[config.mk]
export PLATFORM = sky130hd
export DESIGN_NAME = rvt_top
export DESIGN_NICKNAME = d
export VERILOG_FILES = /design/src/rtl/rvt_pkg.sv /design/src/rtl/rvt_tick.sv /design/src/rtl/rvt_qual_timer.sv /design/src/rtl/rvt_top.sv
export SDC_FILE = /design/constraint.sdc
export NUM_CORES = 1
export LEC_CHECK = 0
export ABC_AREA = 1
export BUFFER_PORTS_ARGS = -buffer_cell sky130_fd_sc_hd__buf_4
export CAP_MARGIN = 0
export CORE_MARGIN = 2
export CORE_UTILIZATION = 30
export DETAILED_ROUTE_END_ITERATION = 10
export PLACE_DENSITY = 0.45
export SLEW_MARGIN = 10
export SYNTH_ARGS = -nofsm -noshare
export SYNTH_HDL_FRONTEND = slang
export SYNTH_SLANG_ARGS = --single-unit
export TNS_END_PERCENT = 50
[constraint.sdc]
create_clock -name CLK_SYS -period 2.54 [get_ports CLK_SYS]
set_input_delay 0 -clock CLK_SYS [delete_from_list [all_inputs] [get_ports CLK_SYS]]
set_output_delay 0 -clock CLK_SYS [all_outputs]
set_load 0.03 [all_outputs]
[src/rtl/rvt_pkg.sv]
// constants, field layouts and carrier types of the ring validation timer
// assumes a 125 MHz system clock and a 32-bit AXI4-Lite register bus
package rvt_pkg;

  // ***********************************************************
  // timing
  // ***********************************************************
  localparam real         CLK_MHZ          = 125.0;
  localparam real         TICK_MS          = 2.0;
  localparam int unsigned TICK_CYCLES      = int'(TICK_MS * 1000.0 * CLK_MHZ);
  localparam int unsigned DELAY_STEP_MS    = 256;
  localparam int unsigned DELAY_STEP_TICKS = int'(real'(DELAY_STEP_MS) / TICK_MS);

  // ***********************************************************
  // register map: printed offsets are indices, byte address is 4x
  // ***********************************************************
  localparam int unsigned ADDR_W          = 8;
  localparam int unsigned REG_CTRL1_IDX   = 'h16;
  localparam int unsigned REG_CTRL2_IDX   = 'h17;
  localparam int unsigned REG_CTRL3_IDX   = 'h18;
  localparam int unsigned REG_STATUS_IDX  = 'h19;
  localparam logic [7:0]  CTRL1_RESET     = 8'h96;
  localparam logic [7:0]  CTRL2_RESET     = 8'h00;
  localparam logic [7:0]  CTRL3_RESET     = 8'h19;

  // field positions
  localparam int unsigned DLY_LO_POS      = 6;
  localparam int unsigned DLY_HI_POS      = 7;
  localparam int unsigned ENABLE_POS      = 7;
  localparam int unsigned STAT_VALID_POS  = 0;
  localparam int unsigned STAT_FERR_POS   = 1;
  localparam int unsigned STAT_TIMER_POS  = 8;
  localparam int unsigned CNT_W           = 6;

  localparam logic [1:0]  RESP_OKAY       = 2'h0;
  localparam logic [1:0]  RESP_DECERR     = 2'h3;

  typedef enum {SEL_CTRL1, SEL_CTRL2, SEL_CTRL3, SEL_STATUS, SEL_NONE} rvt_sel_e;
  typedef enum {ST_IDLE, ST_WAIT, ST_VALID, ST_BAD} rvt_state_e;

  // configuration as software leaves it
  typedef struct packed {
    logic             ring_validation_enable;
    logic [2:0]       valid_ring_delay_code;
    logic [CNT_W-1:0] ring_start_count;
    logic [CNT_W-1:0] ring_max_count;
  } rvt_cfg_s;

  // state shown back to software
  typedef struct packed {
    logic             valid;
    logic             freq_err;
    logic [CNT_W-1:0] timer;
  } rvt_stat_s;

endpackage : rvt_pkg

[src/rtl/rvt_tick.sv]
// free-running prescaler giving one pulse per qualification step
// assumes CYCLES is the number of system clocks in one step
`timescale 1ns/1ps
module rvt_tick #(
  parameter int unsigned CYCLES = rvt_pkg::TICK_CYCLES
) (
  input  wire logic CLK_SYS,
  input  wire logic NRST,
  output logic      tick
);

  localparam int unsigned W = $clog2(CYCLES);

  if (CYCLES < 2) begin : g_chk
    $error("rvt_tick: CYCLES must be at least 2");
  end

  logic [W-1:0] cnt_r;

  // count down, pulse and reload at zero
  always_ff @(posedge CLK_SYS or negedge NRST) begin
    if (!NRST) begin
      cnt_r <= '0;
      tick  <= 1'b0;
    end else if (cnt_r == '0) begin
      cnt_r <= W'(CYCLES - 1);
      tick  <= 1'b1;
    end else begin
      cnt_r <= cnt_r - 1'b1;
      tick  <= 1'b0;
    end
  end

endmodule : rvt_tick

[src/rtl/rvt_qual_timer.sv]
// ring frequency qualification timer: load on event, step down per tick
// assumes load and tick are one-cycle pulses in the system clock domain
`timescale 1ns/1ps
module rvt_qual_timer #(
  parameter int unsigned W = rvt_pkg::CNT_W
) (
  input  wire logic         CLK_SYS,
  input  wire logic         NRST,
  input  wire logic         load,
  input  wire logic [W-1:0] load_val,
  input  wire logic         tick,
  output logic      [W-1:0] count
);

  // load beats tick; stick at zero so slow rings always pass
  always_ff @(posedge CLK_SYS or negedge NRST) begin
    if (!NRST) begin
      count <= '0;
    end else if (load) begin
      count <= load_val;
    end else if (tick && count != '0) begin
      count <= count - 1'b1;
    end
  end

endmodule : rvt_qual_timer

[src/rtl/rvt_top.sv]
// ring validation timer: delay before valid ring and frequency qualifier
// assumes RING_DET is a level and TR_EVENT a one-cycle pulse, both
// synchronous to CLK_SYS, and an AXI4-Lite master with one access at a time
`timescale 1ns/1ps
module rvt_top #(
  parameter int unsigned TICK_CYCLES = rvt_pkg::TICK_CYCLES,
  parameter int unsigned STEP_TICKS  = rvt_pkg::DELAY_STEP_TICKS
) (
  input  wire logic                       CLK_SYS,
  input  wire logic                       NRST,
  // ring detector front end
  input  wire logic                       RING_DET,
  input  wire logic                       TR_EVENT,
  output logic                            RING_VALID,
  output logic                            RING_INVALID,
  // AXI4-Lite slave
  input  wire logic [rvt_pkg::ADDR_W-1:0] S_AXI_AWADDR,
  input  wire logic                       S_AXI_AWVALID,
  output logic                            S_AXI_AWREADY,
  input  wire logic [31:0]                S_AXI_WDATA,
  input  wire logic [3:0]                 S_AXI_WSTRB,
  input  wire logic                       S_AXI_WVALID,
  output logic                            S_AXI_WREADY,
  output logic [1:0]                      S_AXI_BRESP,
  output logic                            S_AXI_BVALID,
  input  wire logic                       S_AXI_BREADY,
  input  wire logic [rvt_pkg::ADDR_W-1:0] S_AXI_ARADDR,
  input  wire logic                       S_AXI_ARVALID,
  output logic                            S_AXI_ARREADY,
  output logic [31:0]                     S_AXI_RDATA,
  output logic [1:0]                      S_AXI_RRESP,
  output logic                            S_AXI_RVALID,
  input  wire logic                       S_AXI_RREADY
);

  localparam int unsigned CW = rvt_pkg::CNT_W;

  if (STEP_TICKS < 1 || STEP_TICKS > 4096) begin : g_chk
    $error("rvt_top: STEP_TICKS out of range");
  end

  // ***********************************************************
  // address decode
  // ***********************************************************
  function automatic rvt_pkg::rvt_sel_e reg_sel(input logic [rvt_pkg::ADDR_W-1:0] a);
    logic [rvt_pkg::ADDR_W-1:0] base;
    base = '0;
    reg_sel = rvt_pkg::SEL_NONE;
    if (a[1:0] == 2'h0) begin
      base = a >> 2;
      case (base)
        rvt_pkg::ADDR_W'(rvt_pkg::REG_CTRL1_IDX):  reg_sel = rvt_pkg::SEL_CTRL1;
        rvt_pkg::ADDR_W'(rvt_pkg::REG_CTRL2_IDX):  reg_sel = rvt_pkg::SEL_CTRL2;
        rvt_pkg::ADDR_W'(rvt_pkg::REG_CTRL3_IDX):  reg_sel = rvt_pkg::SEL_CTRL3;
        rvt_pkg::ADDR_W'(rvt_pkg::REG_STATUS_IDX): reg_sel = rvt_pkg::SEL_STATUS;
        default:                                   reg_sel = rvt_pkg::SEL_NONE;
      endcase
    end
  endfunction : reg_sel

  // ***********************************************************
  // register state
  // ***********************************************************
  logic [7:0]         ctrl1_r;
  logic [7:0]         ctrl2_r;
  logic [7:0]         ctrl3_r;
  logic               ferr_r;
  rvt_pkg::rvt_cfg_s  cfg;
  rvt_pkg::rvt_stat_s stat;

  // write channel holding
  logic                       aw_got_r;
  logic                       w_got_r;
  logic [rvt_pkg::ADDR_W-1:0] awaddr_r;
  logic [31:0]                wdata_r;
  logic                       wstrb0_r;
  logic                       wr_fire;
  rvt_pkg::rvt_sel_e          wsel;

  assign S_AXI_AWREADY = !aw_got_r && !S_AXI_BVALID;
  assign S_AXI_WREADY  = !w_got_r && !S_AXI_BVALID;
  assign wr_fire       = aw_got_r && w_got_r;
  assign wsel          = reg_sel(awaddr_r);

  // address and data are taken in either order, held until both are in
  always_ff @(posedge CLK_SYS or negedge NRST) begin
    if (!NRST) begin
      aw_got_r <= 1'b0;
      w_got_r  <= 1'b0;
      awaddr_r <= '0;
      wdata_r  <= '0;
      wstrb0_r <= 1'b0;
    end else begin
      if (S_AXI_AWVALID && S_AXI_AWREADY) begin
        aw_got_r <= 1'b1;
        awaddr_r <= S_AXI_AWADDR;
      end else if (wr_fire) begin
        aw_got_r <= 1'b0;
      end
      if (S_AXI_WVALID && S_AXI_WREADY) begin
        w_got_r  <= 1'b1;
        wdata_r  <= S_AXI_WDATA;
        wstrb0_r <= S_AXI_WSTRB[0];
      end else if (wr_fire) begin
        w_got_r <= 1'b0;
      end
    end
  end

  // write response one cycle after both halves are held
  always_ff @(posedge CLK_SYS or negedge NRST) begin
    if (!NRST) begin
      S_AXI_BVALID <= 1'b0;
      S_AXI_BRESP  <= rvt_pkg::RESP_OKAY;
    end else if (wr_fire) begin
      S_AXI_BVALID <= 1'b1;
      S_AXI_BRESP  <= (wsel == rvt_pkg::SEL_NONE) ? rvt_pkg::RESP_DECERR
                                                  : rvt_pkg::RESP_OKAY;
    end else if (S_AXI_BREADY) begin
      S_AXI_BVALID <= 1'b0;
    end
  end

  // control registers; only the low byte lane carries data
  always_ff @(posedge CLK_SYS or negedge NRST) begin
    if (!NRST) begin
      ctrl1_r <= rvt_pkg::CTRL1_RESET;
      ctrl2_r <= rvt_pkg::CTRL2_RESET;
      ctrl3_r <= rvt_pkg::CTRL3_RESET;
    end else if (wr_fire && wstrb0_r) begin
      case (wsel)
        rvt_pkg::SEL_CTRL1: ctrl1_r <= wdata_r[7:0];
        rvt_pkg::SEL_CTRL2: ctrl2_r <= {wdata_r[rvt_pkg::DLY_HI_POS], 7'h00};
        rvt_pkg::SEL_CTRL3: ctrl3_r <= {wdata_r[rvt_pkg::ENABLE_POS], 1'b0,
                                        wdata_r[CW-1:0]};
        default:            ctrl1_r <= ctrl1_r;
      endcase
    end
  end

  // fields gathered for the qualifier
  assign cfg.ring_validation_enable = ctrl3_r[rvt_pkg::ENABLE_POS];
  assign cfg.valid_ring_delay_code  = {ctrl2_r[rvt_pkg::DLY_HI_POS],
                                       ctrl1_r[rvt_pkg::DLY_HI_POS:rvt_pkg::DLY_LO_POS]};
  assign cfg.ring_start_count       = ctrl3_r[CW-1:0];
  assign cfg.ring_max_count         = ctrl1_r[CW-1:0];

  // ***********************************************************
  // read channel
  // ***********************************************************
  logic [31:0] rd_word;

  assign S_AXI_ARREADY = !S_AXI_RVALID;

  // read word for every register; reserved bits read zero
  always_comb begin
    rd_word = 32'h0000_0000;
    case (reg_sel(S_AXI_ARADDR))
      rvt_pkg::SEL_CTRL1:  rd_word[7:0] = ctrl1_r;
      rvt_pkg::SEL_CTRL2:  rd_word[7:0] = ctrl2_r;
      rvt_pkg::SEL_CTRL3:  rd_word[7:0] = ctrl3_r;
      rvt_pkg::SEL_STATUS: begin
        rd_word[rvt_pkg::STAT_VALID_POS] = stat.valid;
        rd_word[rvt_pkg::STAT_FERR_POS]  = stat.freq_err;
        rd_word[rvt_pkg::STAT_TIMER_POS +: CW] = stat.timer;
      end
      default:             rd_word = 32'h0000_0000;
    endcase
  end

  always_ff @(posedge CLK_SYS or negedge NRST) begin
    if (!NRST) begin
      S_AXI_RVALID <= 1'b0;
      S_AXI_RDATA  <= 32'h0000_0000;
      S_AXI_RRESP  <= rvt_pkg::RESP_OKAY;
    end else if (S_AXI_ARVALID && S_AXI_ARREADY) begin
      S_AXI_RVALID <= 1'b1;
      S_AXI_RDATA  <= rd_word;
      S_AXI_RRESP  <= (reg_sel(S_AXI_ARADDR) == rvt_pkg::SEL_NONE)
                      ? rvt_pkg::RESP_DECERR : rvt_pkg::RESP_OKAY;
    end else if (S_AXI_RREADY) begin
      S_AXI_RVALID <= 1'b0;
    end
  end

  // ***********************************************************
  // qualification datapath
  // ***********************************************************
  localparam int unsigned DW = $clog2(8 * STEP_TICKS + 1);

  rvt_pkg::rvt_state_e state_r;
  logic                tick;
  logic                seen_r;
  logic [CW-1:0]       timer;
  logic                tm_load;
  logic                too_fast;
  logic [DW-1:0]       dly_cnt_r;
  logic [DW-1:0]       dly_goal;
  logic                active;

  rvt_tick #(
    .CYCLES (TICK_CYCLES)
  ) u_tick (
    .CLK_SYS (CLK_SYS),
    .NRST    (NRST),
    .tick    (tick)
  );

  rvt_qual_timer #(
    .W (CW)
  ) u_timer (
    .CLK_SYS  (CLK_SYS),
    .NRST     (NRST),
    .load     (tm_load),
    .load_val (cfg.ring_start_count),
    .tick     (tick),
    .count    (timer)
  );

  assign active   = (state_r == rvt_pkg::ST_WAIT) || (state_r == rvt_pkg::ST_VALID);
  // spacing shorter than start minus max leaves the timer above max
  assign too_fast = seen_r && (timer > cfg.ring_max_count);
  assign tm_load  = active && TR_EVENT && !too_fast;
  assign dly_goal = DW'(cfg.valid_ring_delay_code) * DW'(STEP_TICKS);

  // ring sequencing; disabling validation drops back to idle at once
  always_ff @(posedge CLK_SYS or negedge NRST) begin
    if (!NRST) begin
      state_r <= rvt_pkg::ST_IDLE;
    end else if (!cfg.ring_validation_enable || !RING_DET) begin
      state_r <= rvt_pkg::ST_IDLE;
    end else begin
      case (state_r)
        rvt_pkg::ST_IDLE:  state_r <= rvt_pkg::ST_WAIT;
        rvt_pkg::ST_WAIT: begin
          if (TR_EVENT && too_fast) begin
            state_r <= rvt_pkg::ST_BAD;
          end else if (dly_cnt_r >= dly_goal) begin
            state_r <= rvt_pkg::ST_VALID;
          end
        end
        rvt_pkg::ST_VALID: begin
          if (TR_EVENT && too_fast) begin
            state_r <= rvt_pkg::ST_BAD;
          end
        end
        rvt_pkg::ST_BAD:   state_r <= rvt_pkg::ST_BAD;
        default:           state_r <= rvt_pkg::ST_IDLE;
      endcase
    end
  end

  // first event of a ring only arms the comparison
  always_ff @(posedge CLK_SYS or negedge NRST) begin
    if (!NRST) begin
      seen_r <= 1'b0;
    end else if (!active) begin
      seen_r <= 1'b0;
    end else if (TR_EVENT) begin
      seen_r <= 1'b1;
    end
  end

  // delay counts whole ticks from detection; saturates at the goal
  always_ff @(posedge CLK_SYS or negedge NRST) begin
    if (!NRST) begin
      dly_cnt_r <= '0;
    end else if (state_r != rvt_pkg::ST_WAIT) begin
      dly_cnt_r <= '0;
    end else if (tick && dly_cnt_r < dly_goal) begin
      dly_cnt_r <= dly_cnt_r + 1'b1;
    end
  end

  // outputs: bypass follows the detector when validation is off
  always_ff @(posedge CLK_SYS or negedge NRST) begin
    if (!NRST) begin
      RING_VALID   <= 1'b0;
      RING_INVALID <= 1'b0;
    end else begin
      RING_VALID   <= cfg.ring_validation_enable
                      ? (state_r == rvt_pkg::ST_VALID && RING_DET) : RING_DET;
      RING_INVALID <= cfg.ring_validation_enable && RING_DET && active
                      && TR_EVENT && too_fast;
    end
  end

  // sticky too-fast flag, write one to clear; a new hit wins over the clear
  always_ff @(posedge CLK_SYS or negedge NRST) begin
    if (!NRST) begin
      ferr_r <= 1'b0;
    end else if (active && TR_EVENT && too_fast) begin
      ferr_r <= 1'b1;
    end else if (wr_fire && wstrb0_r && wsel == rvt_pkg::SEL_STATUS
                 && wdata_r[rvt_pkg::STAT_FERR_POS]) begin
      ferr_r <= 1'b0;
    end
  end

  assign stat.valid    = RING_VALID;
  assign stat.freq_err = ferr_r;
  assign stat.timer    = timer;

endmodule : rvt_top

==> flow_summary_export.csv <==
group,metric,value,unit
run_status,status,"complete, no violations",
timing,rsz0062_at_grt,"no",
clocking,post_cts_buffers,0,
floorplan,num_io_pins,104,
placed_design,gp_congestion,0.792,
yosys,yosys_most_used_dff,"dfrtp_1",
worst_setup_path,r2r_slack,0.48,ns
timing,finClkSkew,0.00422,ns
yosys,synth_top_family_by_area,"simple AND/OR/NAND/NOR gates",
timing,worst_slew_pin_slew,0.567,ns
layout,fillers,1707,
floorplan,chipWidth,133,um
worst_setup_path,path_delay_family,"flip-flops",
hold_path,hold_end,"S_AXI_RDATA[6]$_DFFE_PN0P_",
clocking,path_clk_slew,0.07,ns
yosys,syn_area_per_cell,8.17,um2
layout,fin_util,37.4,%
placed_design,dp_hpwl,8180,um
detailed_routing,route.detailed.drc,0,
worst_setup_path,path_class,"register to register",
pwr,power_leakage,2.98,nW
worst_setup_path,worst_r2r_path_depth,10,
timing,slew_viol_final,0,
worst_setup_path,path_cells,"inv_1 -> ha_1 -> nand2_1 -> inv_1 -> a21oi_1 -> nand2_1 -> nand2_2 -> o21ai_0 -> o21ai_0 -> nand2_1",
worst_setup_path,cp_common_cell,"nand2_1",
yosys,synth_edf_count,0,
grt,grt_max_degree,56,
worst_setup_path,cp_slowest_stage_delay,0.56,ns
yosys,ys_top_cells_by_area,"dfrtp_1 (44%), nand2_1 (12%), inv_1 (6.1%)",
grt,antenna_found_initial,0,
worst_setup_path,required,2.77,ns
grt,grtUsageTotal,13.5,%
clocking,clk_latency,0.35,ns
pwr,power_density,703,mW/mm2
yosys,synth-compound-area-share,8.29,%
layout,nets,773,
run,drv_cap,0,
worst_setup_path,cp_slowest_cell,"dfstp_2",
worst_setup_path,cp-end-kind,"register",
yosys,synthTopCellsByCount,"nand2_1 (158), dfrtp_1 (88), inv_1 (81), nor2_1 (56), nand3_1 (41)",
detailed_routing,first_iter_violations,236,
yosys,synth.most_common_cell,"nand2_1",
placed_design,port_buffers,58,
grt,grt_pass1_vias,4041,
worst_setup_path,cp.arrival,2.29,ns
worst_setup_path,crit_buf_inv,2,
placed_design,postPlaceCellArea,0.00560,mm2
layout,drive_gt1_share,15.5,%
yosys,synth.top_cell.area_share,44.1,%
timing,max_freq,485,MHz
detailed_routing,wl_per_cell,12.2,um
clocking,cts_tree,"yes",
floorplan,rows,47,
layout,fin_area,0.00614,mm2
pwr,ir_worst_vdd,0.589,mV
yosys,synth_xor_area_share,2.63,%
timing,finalSetupTns,0,ns
hold_path,hold_class,"input port to register",
yosys,netlist_area,0.00500,mm2
floorplan,core_area,0.0164,mm2
layout,n_antenna_cell,0,
yosys,synth-seq-cells,95,
detailed_routing,detail_route.first_pass.iterations,4,
detailed_routing,vias,4024,
yosys,synthMuxAreaShare,0.901,%
worst_setup_path,critPathMaxFanout,15,
timing,fin_hold_ws,0.0198,ns
grt,grt_pass1_wl,19300,um
detailed_routing,viasPerCell,4.38,
clocking,clockBufferDepth,2,
layout,areaGrowthSynthToFinish,22.8,%
yosys,syn_inst,612,
yosys,yosysTopAreaCell,"dfrtp_1",
timing,relSlewSlack,62.1,%
hold_path,worstHoldStart,"S_AXI_ARADDR[2]",
hold_path,min_path_cells,4,
timing,setup_viol,0,
worst_setup_path,critical_path.startpoint_type,"register",
clocking,ctsResizeCount,0,
detailed_routing,wl,11200,um
clocking,clock_sinks,95,
timing,finalHoldViolCount,0,
worst_setup_path,timing.rr.start,"ctrl1_r[1]$_DFFE_PN1P_",
yosys,yosys.area_share.simple,25.8,%
floorplan,start_util,30.5,%
timing,period_share,81.1,%
yosys,yosysWarnings,0,
yosys,synthAdderAreaFrac,4.51,%
clocking,cts-htree-levels,3,
clocking,cts_buffers,9,
yosys,synth.distinct_cells,35,
grt,overflow,0,
pwr,report.power.total,0.00431,W
clocking,root_buffer,"clkbuf_16",
floorplan,die-area,0.0177,mm2
timing,period_needed,2.06,ns
detailed_routing,antenna_left,0,
yosys,yosysSeqAreaShare,47.7,%
worst_setup_path,reg2reg_to,"u_timer.count[2]$_DFFE_PN0P_",
floorplan,fp.dieH,133,um
yosys,async_flop_share,100,%
==> placed cells by master (no fill, tap or decap), drive strengths merged, types with 7 or more instances in the layout <==
cell type	count
ha	18
a21oi	21
dfrtp	88
nor3	11
dlygate4sd3	22
conb	18
clkbuf	10
nor2	63
buf	60
dfstp	7
inv	82
nand3	44
o21ai	43
nand2	161
xor2	13
nand4	9
==> repair_timing <==
item | CTS | global route
endpoints found under the setup margin | 0 | 0
hold buffers | 22 | 0
hold endpoints to repair | 62 | 0
==> layout make-up <==
class | instances | area [um2] | area share [%]
inverter | 81 | 304 | 4.96
clock buffer | 10 | 229 | 3.73
timing repair buffer | 82 | 683 | 11.1
clock inverter | 6 | 83.8 | 1.37
multi-input combinational | 425 | 2170 | 35.4
tap | 220 | 275 | 4.49
sequential | 95 | 2390 | 38.9
==> state kept, by name, indices dropped and copies added, names as in the netlist, 2 cells and up <==
signal and flops:
u_timer.count 6, u_tick.cnt_r 18, S_AXI_RDATA 14, state_r 2, wdata_r 8, awaddr_r 8, ctrl3_r 7, ctrl1_r 8
dly_cnt_r 11
==> worst reg2reg max path, stage by stage, from the launching register on <==
cell and delay, ns:
dfstp_2 0.56, inv_1 0.05, ha_1 0.29, nand2_1 0.07, inv_1 0.04, a21oi_1 0.27, nand2_1 0.13, nand2_2 0.23
o21ai_0 0.13, o21ai_0 0.10, nand2_1 0.07
==> logic make-up (layout without fill, tap and decap cells) <==
kind of cell,count (synthesis),count (layout)
fa+ha+maj,18,18
xor+xnor,15,15
other cells,1,18
mux,4,4
buf+inv,109,179
flops,95,95
simple gates,296,296
compound gates,74,74
==> worst max-delay path by stage <==
stage | start | to | slack, ns | depth (start not counted)
CTS | ctrl1_r[1]$_DFFE_PN1P_ | u_timer.count[2]$_DFFE_PN0P_ | 0.49 | 10
global route | ctrl1_r[1]$_DFFE_PN1P_ | u_timer.count[4]$_DFFE_PN0P_ | 0.27 | 10
floorplan | S_AXI_BVALID$_DFFE_PN0P_ | wdata_r[7]$_DFFE_PN0P_ | 0.75 | 5
detailed placement | ctrl1_r[1]$_DFFE_PN1P_ | u_timer.count[4]$_DFFE_PN0P_ | 0.52 | 10
finish | ctrl1_r[1]$_DFFE_PN1P_ | u_timer.count[2]$_DFFE_PN0P_ | 0.48 | 10
global placement | ctrl1_r[1]$_DFFE_PN1P_ | u_timer.count[2]$_DFFE_PN0P_ | 0.59 | 10
==> report_power, final <==
part	switching, W	internal [W]
combinational	0.000618	0.000354
clock	0.000601	0.000862
sequential	0.000140	0.00174
==> per-stage QoR <==
stage          cells  setup slack [ns]
4_1_cts          919             0.486
6_report         919             0.480
3_3_place_gp     881             0.587
2_1_floorplan    629             0.745
3_5_place_dp     881             0.517
5_1_grt          919             0.271
==> metal layers <==
layer  share of wire [%]  global-route usage, %
met1                  51                   18.8
met2                  43                   20.7
met3                 4.4                   2.80
met4                 1.6                   5.02
met5                   0                      0
No activity file was read; power rests on OpenSTA's default activity.
